[src/rtl/sync_fault_pkg.sv]
// constants for the multidevice sync and overrange fault block
// assumes a single 40 MHz system clock, no register bus
package sync_fault_pkg;
    localparam int unsigned CLK_HZ = 40000000;
    localparam int unsigned PERIOD_NS = 25;
    // rate word in 0.01 sps units
    localparam int unsigned RATE_W = 28;
    localparam logic [27:0] RATE_MIN = 28'h00003e8;
    localparam logic [27:0] RATE_MAX = 28'h8eab700;
    localparam logic [27:0] RATE_RST = 28'h23aadc0;
    // accumulator modulus: clk rate in 0.01 sps units
    localparam logic [31:0] ACC_MOD = 32'hee6b2800;
    localparam int unsigned PHASE_MAX_NS = 10;
    localparam int unsigned PHASE_MAX_CYC =
        (PHASE_MAX_NS / PERIOD_NS) < 1 ? 1 : (PHASE_MAX_NS / PERIOD_NS);
    localparam int unsigned DIAG_W = 4;
    typedef enum logic [1:0] {ST_IDLE, ST_ARMED, ST_RUN} sync_state_e;
endpackage : sync_fault_pkg

[src/rtl/sync_fault.sv]
// multidevice sync via shared rate line and overrange fault pin
// assumes i_rate_line and i_overrange arrive asynchronously
`timescale 1ns/1ps
`default_nettype none
module sync_fault
    import sync_fault_pkg::*;
(
    input wire logic i_sys_clk,
    input wire logic i_nrst,
    input wire logic i_ce,
    input wire logic i_slave_mode,
    input wire logic i_serial_port_logic_reset,
    input wire logic [27:0] i_output_sample_rate,
    input wire logic i_rate_line,
    input wire logic i_overrange,
    input wire logic [DIAG_W-1:0] i_diag_err,
    input wire logic [DIAG_W-1:0] i_diag_en,
    input wire logic i_fault_pin_output_enable,
    input wire logic i_input_overrange_fault_route,
    input wire logic i_fault_pin_dir_out,
    output logic o_rate_line,
    output logic o_rate_line_oe,
    output logic o_fault_report_pin,
    output logic o_fault_report_pin_oe,
    output logic o_data_if_reset,
    output logic o_synced
);
    logic [1:0] line_sync_ff;
    logic [1:0] or_sync_ff;
    logic line_d_ff;
    logic fault_ff;
    logic if_rst_ff;
    sync_state_e state_ff;
    sync_state_e nxt_state;
    logic tick;

    // two flops per async pin; logic reads only the second
    always_ff @(posedge i_sys_clk or negedge i_nrst) begin
        if (!i_nrst) begin
            line_sync_ff <= 2'h0;
            or_sync_ff <= 2'h0;
            line_d_ff <= 1'b0;
        end else if (i_ce) begin
            line_sync_ff <= {line_sync_ff[0], i_rate_line};
            or_sync_ff <= {or_sync_ff[0], i_overrange};
            line_d_ff <= line_sync_ff[1];
        end
    end

    wire line_rise = line_sync_ff[1] && !line_d_ff;
    // out of range words are clamped, never refused
    wire [27:0] rate_clamped =
        (i_output_sample_rate < RATE_MIN) ? RATE_MIN :
        (i_output_sample_rate > RATE_MAX) ? RATE_MAX :
        i_output_sample_rate;
    // slaves realign on each shared line edge; master restarts on reset
    wire restart = if_rst_ff || (i_slave_mode && line_rise);

    rate_gen u_rate_gen (
        .i_sys_clk(i_sys_clk),
        .i_nrst(i_nrst),
        .i_ce(i_ce),
        .i_restart(restart),
        .i_rate(rate_clamped),
        .o_tick(tick)
    );

    always_comb begin
        nxt_state = state_ff;
        case (state_ff)
            ST_IDLE: if (i_serial_port_logic_reset) nxt_state = ST_ARMED;
            // in slave mode armed waits for the first shared edge so all slaves start alike
            ST_ARMED: if (!i_slave_mode || line_rise) nxt_state = ST_RUN;
            ST_RUN: if (i_serial_port_logic_reset) nxt_state = ST_ARMED;
            default: nxt_state = ST_IDLE;
        endcase
    end

    wire diag_hit = |(i_diag_err & i_diag_en);
    wire or_hit = or_sync_ff[1] && i_input_overrange_fault_route;
    wire nxt_fault = i_fault_pin_output_enable && (diag_hit || or_hit);

    always_ff @(posedge i_sys_clk or negedge i_nrst) begin
        if (!i_nrst) begin
            state_ff <= ST_IDLE;
            if_rst_ff <= 1'b0;
            fault_ff <= 1'b0;
        end else if (i_ce) begin
            state_ff <= nxt_state;
            if_rst_ff <= i_serial_port_logic_reset;
            fault_ff <= nxt_fault;
        end
    end

    assign o_data_if_reset = if_rst_ff;
    assign o_synced = (state_ff == ST_RUN);
    assign o_rate_line = tick;
    assign o_rate_line_oe = !i_slave_mode;
    assign o_fault_report_pin = fault_ff;
    assign o_fault_report_pin_oe = i_fault_pin_dir_out;

    // slave leaves armed on the first shared edge; the restart it issues
    // zeroes the accumulator, keeping all peers within one clock of phase
    property p_slave_align;
        @(posedge i_sys_clk) disable iff (!i_nrst)
        (i_ce && i_slave_mode && state_ff == ST_ARMED && line_rise)
            |=> o_synced;
    endproperty
    a_slave_align: assert property (p_slave_align)
        else $error("slave did not realign on line edge");

    property p_if_reset;
        @(posedge i_sys_clk) disable iff (!i_nrst)
        (i_ce && i_serial_port_logic_reset) |=> o_data_if_reset;
    endproperty
    a_if_reset: assert property (p_if_reset)
        else $error("interface reset not applied");

    property p_fault_or;
        @(posedge i_sys_clk) disable iff (!i_nrst)
        (i_ce && or_sync_ff[1] && i_input_overrange_fault_route &&
         i_fault_pin_output_enable) |=> o_fault_report_pin;
    endproperty
    a_fault_or: assert property (p_fault_or)
        else $error("overrange did not raise fault pin");

    property p_fault_off;
        @(posedge i_sys_clk) disable iff (!i_nrst)
        (i_ce && !i_fault_pin_output_enable) |=> !o_fault_report_pin;
    endproperty
    a_fault_off: assert property (p_fault_off)
        else $error("fault pin high while disabled");

    property p_diag;
        @(posedge i_sys_clk) disable iff (!i_nrst)
        (i_ce && i_fault_pin_output_enable && diag_hit) |=> o_fault_report_pin;
    endproperty
    a_diag: assert property (p_diag)
        else $error("diagnostic error not reported");

    property p_route;
        @(posedge i_sys_clk) disable iff (!i_nrst)
        (i_ce && !i_input_overrange_fault_route && !diag_hit)
            |=> !o_fault_report_pin;
    endproperty
    a_route: assert property (p_route)
        else $error("overrange reported without route");

    property p_rate_range;
        @(posedge i_sys_clk) disable iff (!i_nrst)
        rate_clamped >= RATE_MIN && rate_clamped <= RATE_MAX;
    endproperty
    a_rate_range: assert property (p_rate_range)
        else $error("rate outside range");

    property p_line_oe;
        @(posedge i_sys_clk) disable iff (!i_nrst)
        i_slave_mode |-> !o_rate_line_oe;
    endproperty
    a_line_oe: assert property (p_line_oe)
        else $error("slave drives shared rate line");

    // a master has no line to wait for and runs at once
    property p_master_run;
        @(posedge i_sys_clk) disable iff (!i_nrst)
        (i_ce && !i_slave_mode && state_ff == ST_ARMED) |=> o_synced;
    endproperty
    a_master_run: assert property (p_master_run)
        else $error("master did not leave armed state");

    property p_armed_wait;
        @(posedge i_sys_clk) disable iff (!i_nrst)
        (i_ce && i_slave_mode && state_ff == ST_ARMED && !line_rise)
            |=> !o_synced;
    endproperty
    a_armed_wait: assert property (p_armed_wait)
        else $error("slave synced without a line edge");

    property p_rearm;
        @(posedge i_sys_clk) disable iff (!i_nrst)
        (i_ce && state_ff == ST_RUN && i_serial_port_logic_reset)
            |=> !o_synced;
    endproperty
    a_rearm: assert property (p_rearm)
        else $error("interface reset did not drop sync");

    // the reset request is a single cycle wide, so is the answer
    property p_if_reset_pulse;
        @(posedge i_sys_clk) disable iff (!i_nrst)
        (i_ce && o_data_if_reset && !i_serial_port_logic_reset)
            |=> !o_data_if_reset;
    endproperty
    a_if_reset_pulse: assert property (p_if_reset_pulse)
        else $error("interface reset held too long");

    // fault reporting is level only: nothing is latched once a cause ends
    property p_fault_clear;
        @(posedge i_sys_clk) disable iff (!i_nrst)
        (i_ce && !or_sync_ff[1] && !diag_hit) |=> !o_fault_report_pin;
    endproperty
    a_fault_clear: assert property (p_fault_clear)
        else $error("fault pin stuck after cause cleared");

    // clock enable low freezes every state bit
    property p_ce_freeze;
        @(posedge i_sys_clk) disable iff (!i_nrst)
        !i_ce |=> $stable(state_ff) && $stable(if_rst_ff) &&
            $stable(fault_ff) && $stable(line_sync_ff);
    endproperty
    a_ce_freeze: assert property (p_ce_freeze)
        else $error("state changed with clock enable low");

    c_sync: cover property (@(posedge i_sys_clk) disable iff (!i_nrst)
        state_ff == ST_ARMED ##1 state_ff == ST_RUN);
    c_fault: cover property (@(posedge i_sys_clk) disable iff (!i_nrst)
        $rose(o_fault_report_pin));
    c_tick: cover property (@(posedge i_sys_clk) disable iff (!i_nrst)
        tick);
    c_realign: cover property (@(posedge i_sys_clk) disable iff (!i_nrst)
        i_slave_mode && line_rise);
    c_if_reset: cover property (@(posedge i_sys_clk) disable iff (!i_nrst)
        o_data_if_reset);
endmodule : sync_fault
`default_nettype wire

[src/rtl/rate_gen.sv]
// phase accumulator producing the output_sample_rate strobe
// assumes clamped rate word; restart aligns phase to zero
`timescale 1ns/1ps
`default_nettype none
module rate_gen
    import sync_fault_pkg::*;
(
    input wire logic i_sys_clk,
    input wire logic i_nrst,
    input wire logic i_ce,
    input wire logic i_restart,
    input wire logic [27:0] i_rate,
    output logic o_tick
);
    logic [32:0] acc_ff;
    logic tick_ff;
    wire [32:0] sum = acc_ff + {5'h00, i_rate};
    wire wrap = sum >= {1'b0, ACC_MOD};
    wire [32:0] nxt_acc = wrap ? sum - {1'b0, ACC_MOD} : sum;
    always_ff @(posedge i_sys_clk or negedge i_nrst) begin
        if (!i_nrst) begin
            acc_ff <= '0;
            tick_ff <= 1'b0;
        end else if (i_ce) begin
            acc_ff <= i_restart ? 33'h0 : nxt_acc;
            tick_ff <= !i_restart && wrap;
        end
    end
    // restart lands the phase on zero with no tick, so peers start alike
    property p_restart;
        @(posedge i_sys_clk) disable iff (!i_nrst)
        (i_ce && i_restart) |=> (acc_ff == 33'h0 && !tick_ff);
    endproperty
    a_restart: assert property (p_restart)
        else $error("accumulator not restarted");
    assign o_tick = tick_ff;
endmodule : rate_gen
`default_nettype wire

[config.mk]
export PLATFORM = sky130hd
export DESIGN_NAME = sync_fault
export DESIGN_NICKNAME = d
export VERILOG_FILES = /design/src/rtl/sync_fault_pkg.sv /design/src/rtl/sync_fault.sv /design/src/rtl/rate_gen.sv
export SDC_FILE = /design/constraint.sdc
export NUM_CORES = 1
export LEC_CHECK = 0
export BUFFER_PORTS_ARGS = -buffer_cell sky130_fd_sc_hd__buf_4
export CAP_MARGIN = 20
export CORE_MARGIN = 5
export CORE_UTILIZATION = 55
export DETAILED_ROUTE_END_ITERATION = 8
export PLACE_DENSITY = 0.76
export SETUP_SLACK_MARGIN = 0.2
export SLEW_MARGIN = 40
export SYNTH_ARGS = -nofsm -noshare
export SYNTH_HDL_FRONTEND = slang
export SYNTH_SLANG_ARGS = --single-unit
[constraint.sdc]
create_clock -name i_sys_clk -period 9 [get_ports i_sys_clk]
set_input_delay 0.45 -clock i_sys_clk [delete_from_list [all_inputs] [get_ports i_sys_clk]]
set_output_delay 0.45 -clock i_sys_clk [all_outputs]
set_load 0.005 [all_outputs]
==> impl_metrics.ini, run 1 <==
[timing]
hold_ws_ns = 0.1422
tightest_slew_ns = 0.7740
finalSetupTns_ns = 0
grt_setup_unrepaired = false
min_period_over_period_pct = 70.99
setup_violations = 0
clock_skew_ns = 0.009789
max-slew-margin-rel_pct = 48.09
finalHoldViolations = 0
slew_viol_final = 0
max_freq_mhz = 156.5
period_needed_ns = 6.389

[pwr]
p_seq_share_pct = 21.5
swShare_pct = 49.35
switchingPower_mw = 0.6401
peakVddDrop_v = 0.0001032
power.density_nw_per_um2 = 260.6
clkPwrFrac_pct = 12.6
p_leak_nw = 2.112
combPwrFrac_pct = 65.9
p_int_mw = 0.6571
power_mw = 1.297

[finish]
seq_area_um2 = 1076
fin_nets = 693
multi_input_area_um2 = 3109
drive_gt1_share_pct = 12.62
syn_to_final_growth_pct = 10.99
fillers = 772
layout_common_cells = 50 x nand2_1, 50 x buf_4, 44 x inv_1
diodes = 0
final_cell_count_no_fill = 723

[job]
drv_cap = 0

[logic_synthesis]
synth_ff_type = dfrtp_1
syn_inst = 591
yosysUniqueCellTypes = 65
syn_area_per_cell_um2 = 7.590
yosysWarnings = 0
synthArstFlopShare_pct = 100.0
synth_area_um2 = 4486
syn_nets = 667
synth_edf_count = 0
ys_ff_latch = 43
ys_seq_area_share_pct = 23.99

[clock_network]
post_cts_resized = 0
cts_setup_buffers = 0
cts_tree = done
cts_max_level = 2
cts_buffers = 5
cts_sinks = 43
hold_buffers = 0
ctsRootBufferMaster = clkbuf_8
clk-insertion-delay-late_ns = 0.30
clk_path_buf_depth = 2
clk_pin_slew_ns = 0.09

[drt]
dr.pass1.iters = 5
drtIter0Drc = 426
via_count = 4569
avgRoutedWirePerCell_um = 18.34
finalWirelength_um = 13260
antenna_left = 0
drc = 0
vias_per_cell = 6.320

[critical_path]
cp_slowest_stage_delay_ns = 0.60
critPathLaunchType = input pin
slowest_stage = nand3_1
end_kind = flip-flop
crit_type = in2reg
cp_num_buf_inv = 3
cp_data_arrival_time_ns = 6.58
cp.required_ns = 9.20
crit_family = simple AND/OR/NAND/NOR gates
critical_path.max_fanout = 21

[floorplan]
die_h_um = 100.3
rows = 33
die_area_um2 = 10060
coreArea_um2 = 8093
ios = 52
die_width_um = 100.3
start_util_pct = 55.43

[place]
hpwl_um = 10470
place_inst = 715
port_buffers = 49
gp_congestion = 1.043

[grt]
grt_start_max_net_pins = 49
grt_pass1_vias = 4402
gr-usage-all-layers_pct = 26.97
grt_pass1_wl_um = 21880
grt_antenna_before_repair = 0
grt_overflow = 0

[run_status]
outcome = complete, no violations

[min_path]
hp-class = in2async
## worst paths after layout
path                                               from               endpoint  slack, ns  cells after the start
worst max-delay path            i_output_sample_rate[8]  u_rate_gen.acc_ff[30]       2.61                     30
worst min-delay path                             i_nrst  u_rate_gen.acc_ff[10]       0.14                      1
worst max register to register     u_rate_gen.acc_ff[0]  u_rate_gen.acc_ff[30]       4.46                     18
worst min register to register            or_sync_ff[0]          or_sync_ff[0]       0.51                      1
max in group asynchronous                        i_nrst     o_fault_report_pin       8.47                      1
min in group i_sys_clk                      i_rate_line        line_sync_ff[0]       0.38                      2
## cells in the mapped netlist, types with 4 or more instances
cell / number / area, µm²
nand2_1: 50 / 187.7
o21ai_0: 38 / 190.2
or4_1: 5 / 37.54
xor2_1: 15 / 131.4
nor2b_1: 5 / 31.28
nor3_1: 18 / 90.09
nand2b_1: 16 / 100.1
ha_1: 29 / 362.9
nand3_1: 12 / 60.06
inv_1: 44 / 165.2
a21oi_2: 4 / 35.03
a21oi_1: 39 / 195.2
o21a_1: 6 / 45.04
nor4_1: 6 / 37.54
o21ai_1: 9 / 45.04
mux2_2: 6 / 67.56
clkbuf_1: 22 / 82.58
or3_1: 8 / 50.05
buf_2: 4 / 20.02
dfrtp_1: 43 / 1076
a31oi_1: 5 / 31.28
a211oi_1: 7 / 52.55
xnor2_1: 24 / 210.2
nor2_1: 40 / 150.1
nand4_1: 11 / 68.82
and2_1: 16 / 100.1
and3_1: 7 / 43.79
and4_1: 5 / 43.79
a21o_1: 8 / 60.06
o211ai_1: 7 / 52.55
o22ai_1: 29 / 181.4
## area by class of cell
class | instances | share of cell area [%]
Clock buffer | 6 | 1.659
Clock inverter | 2 | 0.7791
Inverter | 44 | 3.317
Multi-Input combinational cell | 473 | 62.45
Sequential cell | 43 | 21.61
Tap cell | 105 | 2.639
Timing Repair Buffer | 50 | 7.540
## state kept, by name, summed over array words and instances, names as in the netlist
signal / count
line_d_ff: 1
or_sync_ff: 2
line_sync_ff: 2
u_rate_gen.o_tick: 1
u_rate_gen.acc_ff: 33
o_data_if_reset: 1
state_ff: 2
o_fault_report_pin: 1
## stage by stage
stage / cell area [µm²] / worst slack [ns] / utilization, %
floorplan: 4486 / 3.671 / -
global placement: 4851 / 2.552 / 59.94
detailed placement: 4851 / 2.396 / 59.94
CTS: 4972 / 2.692 / 61.44
global route: 4979 / 2.102 / 61.52
finish: 4979 / 2.611 / 61.52
## kinds of logic (layout without fill, tap and decap cells)
family | after synthesis | in the layout | share of synthesized area (%)
xor+xnor | 39 | 39 | 7.615
compound gates | 187 | 187 | 27.09
simple gates | 211 | 211 | 24.44
buf+inv | 75 | 102 | 6.834
mux | 6 | 6 | 1.506
flops | 43 | 43 | 23.99
fa+ha+maj | 30 | 30 | 8.536
## worst reg2reg max path, delay by kind of cell, from the launching register on
kind | cells | cell delay [ns]
compound gates | 8 | 1.62
simple gates | 6 | 1.56
fa+ha+maj | 3 | 0.81
flops | 1 | 0.37
buf+inv | 1 | 0.06
## per-layer routing
| metal | routed length (µm) | up-vias | GRT usage, % |
|---|---|---|---|
| met4 | 327 | 0 | 8.187 |
| met1 | 6072 | 2141 | 38.37 |
| met3 | 956 | 26 | 5.073 |
| li1 | - | 2190 | - |
| met2 | 5903 | 212 | 41.59 |
| met5 | 0 | - | 0 |
## power by group through the flow
stage	combinational (mW)	sequential, mW	clock (mW)
2_1_floorplan	0.648	0.268	0
3_3_place_gp	0.815	0.279	0
3_5_place_dp	0.824	0.281	0
4_1_cts	0.833	0.278	0.165
5_1_grt	0.944	0.285	0.174
6_report	0.855	0.279	0.164
Note: power is estimated with default switching activity, not from simulation.
==> run 2, diff against run 1 <==
--- a/config.mk
+++ b/config.mk
@@ -5,12 +5,13 @@
 export SDC_FILE = /design/constraint.sdc
 export NUM_CORES = 1
 export LEC_CHECK = 0
+export ABC_AREA = 1
 export BUFFER_PORTS_ARGS = -buffer_cell sky130_fd_sc_hd__buf_4
 export CAP_MARGIN = 20
 export CORE_MARGIN = 5
 export CORE_UTILIZATION = 55
 export DETAILED_ROUTE_END_ITERATION = 8
-export PLACE_DENSITY = 0.76
+export PLACE_DENSITY = 0.78
 export SETUP_SLACK_MARGIN = 0.2
 export SLEW_MARGIN = 40
 export SYNTH_ARGS = -nofsm -noshare
==> constraint.sdc (replaced) <==
create_clock -name i_sys_clk -period 5.33 [get_ports i_sys_clk]
set_input_delay 0.2665 -clock i_sys_clk [delete_from_list [all_inputs] [get_ports i_sys_clk]]
set_output_delay 0.2665 -clock i_sys_clk [all_outputs]
set_load 0.005 [all_outputs]
==> impl_metrics.ini, run 2 <==
[critical_path]
crit_path_end = u_rate_gen.acc_ff[32]
path_common_cell = nand2_1
end_kind = flip-flop
cp.required_ns = 5.52
critical_path.max_fanout = 21
cp_data_arrival_time_ns = 4.86
crit_type = in2reg
slowest_stage = or4_1
cp_num_buf_inv = 6
rrSetupSlack_ns = 1.86
critPathLaunchType = input pin
crit_cells = 30
cp_slowest_stage_delay_ns = 0.52
rr_startpoint = u_rate_gen.acc_ff[0]
worst_r2r_path_depth = 21
cp-startpoint = i_output_sample_rate[4]
r2r_end = u_rate_gen.acc_ff[32]
crit_family = simple AND/OR/NAND/NOR gates

[grt]
grt_start_max_net_pins = 44
grt_antenna_before_repair = 0
grt_overflow = 0
gr-usage-all-layers_pct = 27.44
grt_pass1_vias = 6098
grt_pass1_wl_um = 28380

[drt]
avgRoutedWirePerCell_um = 13.61
vias_per_cell = 5.181
via_count = 6435
finalWirelength_um = 16910
drtIter0Drc = 520
drc = 0
antenna_left = 0
dr.pass1.iters = 5

[clock_network]
clk_path_buf_depth = 2
cts_buffers = 5
ctsRootBufferMaster = clkbuf_8
cts_max_level = 2
cts_tree = done
clk-insertion-delay-late_ns = 0.31
cts_sinks = 43
clk_pin_slew_ns = 0.08

[floorplan]
ios = 52
die_width_um = 112.0
start_util_pct = 55.95
coreArea_um2 = 10230
rows = 37
die_area_um2 = 12550
die_h_um = 112.0

[min_path]
hp-class = in2reg

[logic_synthesis]
ys_top_cells_by_area = nand2_1 30%, dfrtp_1 19%, inv_1 12%
synth_edf_count = 0
netlist.area_leader.share_pct = 29.84
yosysMostFrequentCell = nand2_1
syn_area_per_cell_um2 = 5.395
synthArstFlopShare_pct = 100.0
synth_top_area_cell = nand2_1
ys_seq_area_share_pct = 18.80
yosysWarnings = 0
synth_area_um2 = 5724
syn_inst = 1061
synth_common_cells = 455 x nand2_1, 180 x inv_1, 92 x nand3_1
ys_ff_latch = 43
yosysUniqueCellTypes = 37
synth_ff_type = dfrtp_1
syn_nets = 1137

[finish]
fin_area_um2 = 6310
layout_common_cells = 455 x nand2_1, 180 x inv_1, 92 x nand3_1
final_common_cell = nand2_1
syn_to_final_growth_pct = 10.23
diodes = 0
final_cell_count_no_fill = 1242
drive_gt1_share_pct = 9.765
largest_register = u_rate_gen.acc_ff
fin_nets = 1181
fillers = 1111
largest_reg_flops = 33

[timing]
hold_ws_ns = 0.1535
max-slew-margin-rel_pct = 46.46
max_freq_mhz = 214.1
tightest_slew_ns = 0.8022
slew_viol_final = 0
grt_setup_unrepaired = false
finalHoldViolations = 0
period_needed_ns = 4.671
clock_skew_ns = 0.01115
min_period_over_period_pct = 87.64
finalSetupTns_ns = 0
setup_violations = 0

[job]
drv_cap = 0

[place]
gp_congestion = 1.042
hpwl_um = 13940
port_buffers = 49
post_dp_cell_area_um2 = 6183
place_inst = 1232

[pwr]
p_leak_nw = 3.753
power.density_nw_per_um2 = 444.1
peakVddDrop_v = 0.0002052

[run_status]
outcome = complete, no violations
## run 2: cell types whose count changed after synthesis, sizes merged, moves of 16 or more
cell,previous run,this run
xnor2,24,5
nand2b,16,0
inv,44,192
o22ai,30,1
o21ai,47,20
nand2,50,468
nor2,40,95
a21oi,43,21
nand3,12,97
## run 2: kinds of logic after synthesis
group,Yosys count,synth area share [%]
xor gates and xnor gates,10,1.530
adders and majority gates,30,6.689
buffers and inverters,209,14.36
DFF,43,18.80
and+or+nand+nor,718,53.64
AOI/OAI and AO/OA,51,4.984
## run 2: worst min path at each step
stage | startpoint | cells after the start | end | slack [ns]
after floorplan | i_nrst | 0 | line_d_ff | -0.03
after global placement | i_nrst | 1 | state_ff[1] | 0.30
after detailed placement | i_nrst | 1 | state_ff[1] | 0.30
after CTS | i_overrange | 3 | or_sync_ff[0] | 0.14
after global routing | i_rate_line | 3 | line_sync_ff[0] | 0.16
final | i_overrange | 3 | or_sync_ff[0] | 0.15
## run 2: cell type report
class | instances | area (µm²) | share of cell area [%]
Tap cell | 136 | 170.2 | 2.697
Multi-Input combinational cell | 810 | 3844 | 60.92
Sequential cell | 43 | 1076 | 17.05
Inverter | 192 | 720.7 | 11.42
Clock inverter | 2 | 16.27 | 0.2578
Timing Repair Buffer | 53 | 400.4 | 6.345
Clock buffer | 6 | 82.58 | 1.309
## run 2: per-stage QoR
step	utilization [%]	worst slack, ns	power (mW)
3_5_place_dp	60.44	0.2711	2.522
6_report	61.67	0.6588	2.802
2_1_floorplan	-	1.271	2.013
4_1_cts	61.50	0.6039	2.771
5_1_grt	61.67	0.2282	3.136
3_3_place_gp	60.44	0.4229	2.502
## run 2: routing by layer
| metal | vias to the layer above | global-route usage [%] | wire length [µm] | part of all wire, % |
|---|---|---|---|---|
| met5 | - | 0 | 0 | 0 |
| met4 | 0 | 9.856 | 527 | 3.1 |
| met3 | 37 | 3.504 | 1351 | 8.0 |
| met2 | 227 | 42.81 | 7021 | 42 |
| met1 | 2816 | 39.10 | 8006 | 47 |
| li1 | 3355 | - | - | - |
## run 2: repair_timing
item	CTS	global route
endpoints found under the hold margin	43	0
endpoints found under the setup margin	0	12
buffers inserted	0	0
gates resized for setup	0	1
hold buffers	1	0
## run 2: worst register-to-register path, cell delays in order (launching register included)
cell,delay (ns)
dfrtp_1,0.37
ha_1,0.22
inv_1,0.07
fa_1,0.42
inv_1,0.11
nand2_1,0.07
a21oi_1,0.22
nand2_1,0.10
nand3_2,0.09
xnor2_1,0.24
ha_1,0.28
nor2_1,0.07
nor2_1,0.14
nor2_1,0.07
nand2_1,0.07
nand2_1,0.07
nand3_2,0.14
nand3_4,0.23
nand2_1,0.16
inv_1,0.07
nand2_1,0.06
o21ai_0,0.07
## run 2: power breakdown
| group | internal (mW) | leakage [nW] | switching [mW] |
|---|---|---|---|
| sequential | 0.423 | 0.558 | 0.107 |
| combinational | 0.633 | 3.15 | 1.41 |
| clock | 0.106 | 0.0474 | 0.122 |
==> run 3, diff against run 2 <==
--- a/config.mk
+++ b/config.mk
@@ -11,7 +11,7 @@
 export CORE_MARGIN = 5
 export CORE_UTILIZATION = 55
 export DETAILED_ROUTE_END_ITERATION = 8
-export PLACE_DENSITY = 0.78
+export PLACE_DENSITY = 0.75
 export SETUP_SLACK_MARGIN = 0.2
 export SLEW_MARGIN = 40
 export SYNTH_ARGS = -nofsm -noshare
==> constraint.sdc (replaced) <==
create_clock -name i_sys_clk -period 5.41 [get_ports i_sys_clk]
set_input_delay 0.2705 -clock i_sys_clk [delete_from_list [all_inputs] [get_ports i_sys_clk]]
set_output_delay 0.2705 -clock i_sys_clk [all_outputs]
set_load 0.005 [all_outputs]
==> impl_metrics.ini, run 3 (synthesis results as in run 2) <==
[clock_network]
hold_buffers = 1
post_cts_resized = 0
cts_sinks = 43
cts_max_level = 2
clk_pin_slew_ns = 0.10
cts_tree = done
ctsRootBufferMaster = clkbuf_8
clk-insertion-delay-late_ns = 0.32
clk_path_buf_depth = 2
cts_setup_buffers = 0
cts_buffers = 5

[place]
hpwl_um = 14240
gp_congestion = 0.9852
place_inst = 1233
port_buffers = 49
post_dp_cell_area_um2 = 6191

[critical_path]
end_kind = flip-flop
cp_slowest_stage_delay_ns = 0.49
path_common_cell = nand2_1
critPathLaunchType = input pin
slowest_stage = or4_1
crit_type = in2reg
cp_data_arrival_time_ns = 4.87
cp_num_buf_inv = 5
cp.required_ns = 5.62
crit_family = simple AND/OR/NAND/NOR gates
critical_path.max_fanout = 41

[drt]
via_count = 6470
antenna_left = 0
avgRoutedWirePerCell_um = 13.90
drc = 0
drtIter0Drc = 646
finalWirelength_um = 17260
dr.pass1.iters = 6
vias_per_cell = 5.209

[grt]
gr-usage-all-layers_pct = 28.21
grt_overflow = 0
grt_pass1_wl_um = 28970
grt_antenna_before_repair = 0
grt_start_max_net_pins = 44
grt_pass1_vias = 6120

[timing]
setup_violations = 0
period_needed_ns = 4.662
min_period_over_period_pct = 86.17
tightest_slew_ns = 0.5780
finalSetupTns_ns = 0
slew_viol_final = 0
finalHoldViolations = 0
grt_setup_unrepaired = false
max-slew-margin-rel_pct = 61.47
clock_skew_ns = 0.01131
max_freq_mhz = 214.5

[finish]
fin_nets = 1181
fin_area_um2 = 6317
drive_gt1_share_pct = 9.855
final_util_pct = 61.75
final_common_cell = nand2_1
layout_common_cells = 455 x nand2_1, 179 x inv_1, 92 x nand3_1
diodes = 0
final_cell_count_no_fill = 1242
largest_register = u_rate_gen.acc_ff
syn_to_final_growth_pct = 10.36
largest_reg_flops = 33
fillers = 1072

[floorplan]
ios = 52
die_area_um2 = 12550
coreArea_um2 = 10230
start_util_pct = 55.95
die_h_um = 112.0
rows = 37
die_width_um = 112.0

[pwr]
power_mw = 2.832
power.density_nw_per_um2 = 448.4
peakVddDrop_v = 0.0002014
p_leak_nw = 3.752

[run_status]
outcome = complete, no violations

[min_path]
hp-class = in2reg

[job]
drv_cap = 0
run 3: cell type report:
class                           count  area (µm²)  area share, %
Sequential cell                    43        1076          17.03
Clock inverter                      3       47.55         0.7526
Clock buffer                        5       68.82          1.089
Inverter                          192       720.7          11.41
Multi-Input combinational cell    809        3826          60.57
Tap cell                          136       170.2          2.694
Timing Repair Buffer               54       407.9          6.457
run 3: where the power goes:
group | internal [mW] | leakage, nW | switching, mW | total (mW)
Combinational | 0.623 | 3.14 | 1.41 | 2.04
Clock | 0.140 | 0.0587 | 0.137 | 0.277
Sequential | 0.417 | 0.558 | 0.103 | 0.520
run 3: path summary, 6_finish.rpt:
check	from	to	slack, ns	depth (start not counted)
setup / recovery	i_output_sample_rate[7]	u_rate_gen.acc_ff[32]	0.75	28
hold / removal	i_overrange	or_sync_ff[0]	0.15	3
setup reg to reg	u_rate_gen.acc_ff[0]	u_rate_gen.acc_ff[32]	1.81	21
hold reg to reg	or_sync_ff[0]	or_sync_ff[0]	0.48	2
max in group asynchronous	i_nrst	u_rate_gen.acc_ff[25]	4.53	2
min in group asynchronous	i_nrst	state_ff[1]	0.49	2
run 3: worst reg2reg max path: stages, from the launching register on:
cell	delay (ns)
dfrtp_1	0.39
ha_1	0.25
inv_1	0.07
fa_1	0.40
inv_1	0.12
nand2_1	0.08
a21oi_1	0.21
nand2_1	0.12
nand3_2	0.10
xnor2_1	0.23
ha_1	0.26
nor2_1	0.06
nor2_1	0.13
nor2_1	0.07
nand2_1	0.08
nand2_1	0.08
nand3_2	0.10
nand3_4	0.34
nand2_1	0.21
inv_1	0.07
nand2_1	0.06
o21ai_0	0.07
run 3: metrics by stage:
step | setup WS, ns | hold slack [ns]
final | 0.7484 | 0.1506
after global routing | 0.3088 | 0.1526
after CTS | 0.7461 | 0.1475
after detailed placement | 0.4171 | 0.3162
after global placement | 0.5490 | 0.3083
after floorplan | 1.347 | -0.02509
run 3: layer usage:
layer / global-route usage (%) / vias up / part of all wire, %
li1: - / 3345 / -
met2: 44.00 / 229 / 42
met5: 0 / - / 0
met3: 4.313 / 43 / 8.3
met4: 9.535 / 0 / 3.4
met1: 39.99 / 2853 / 46
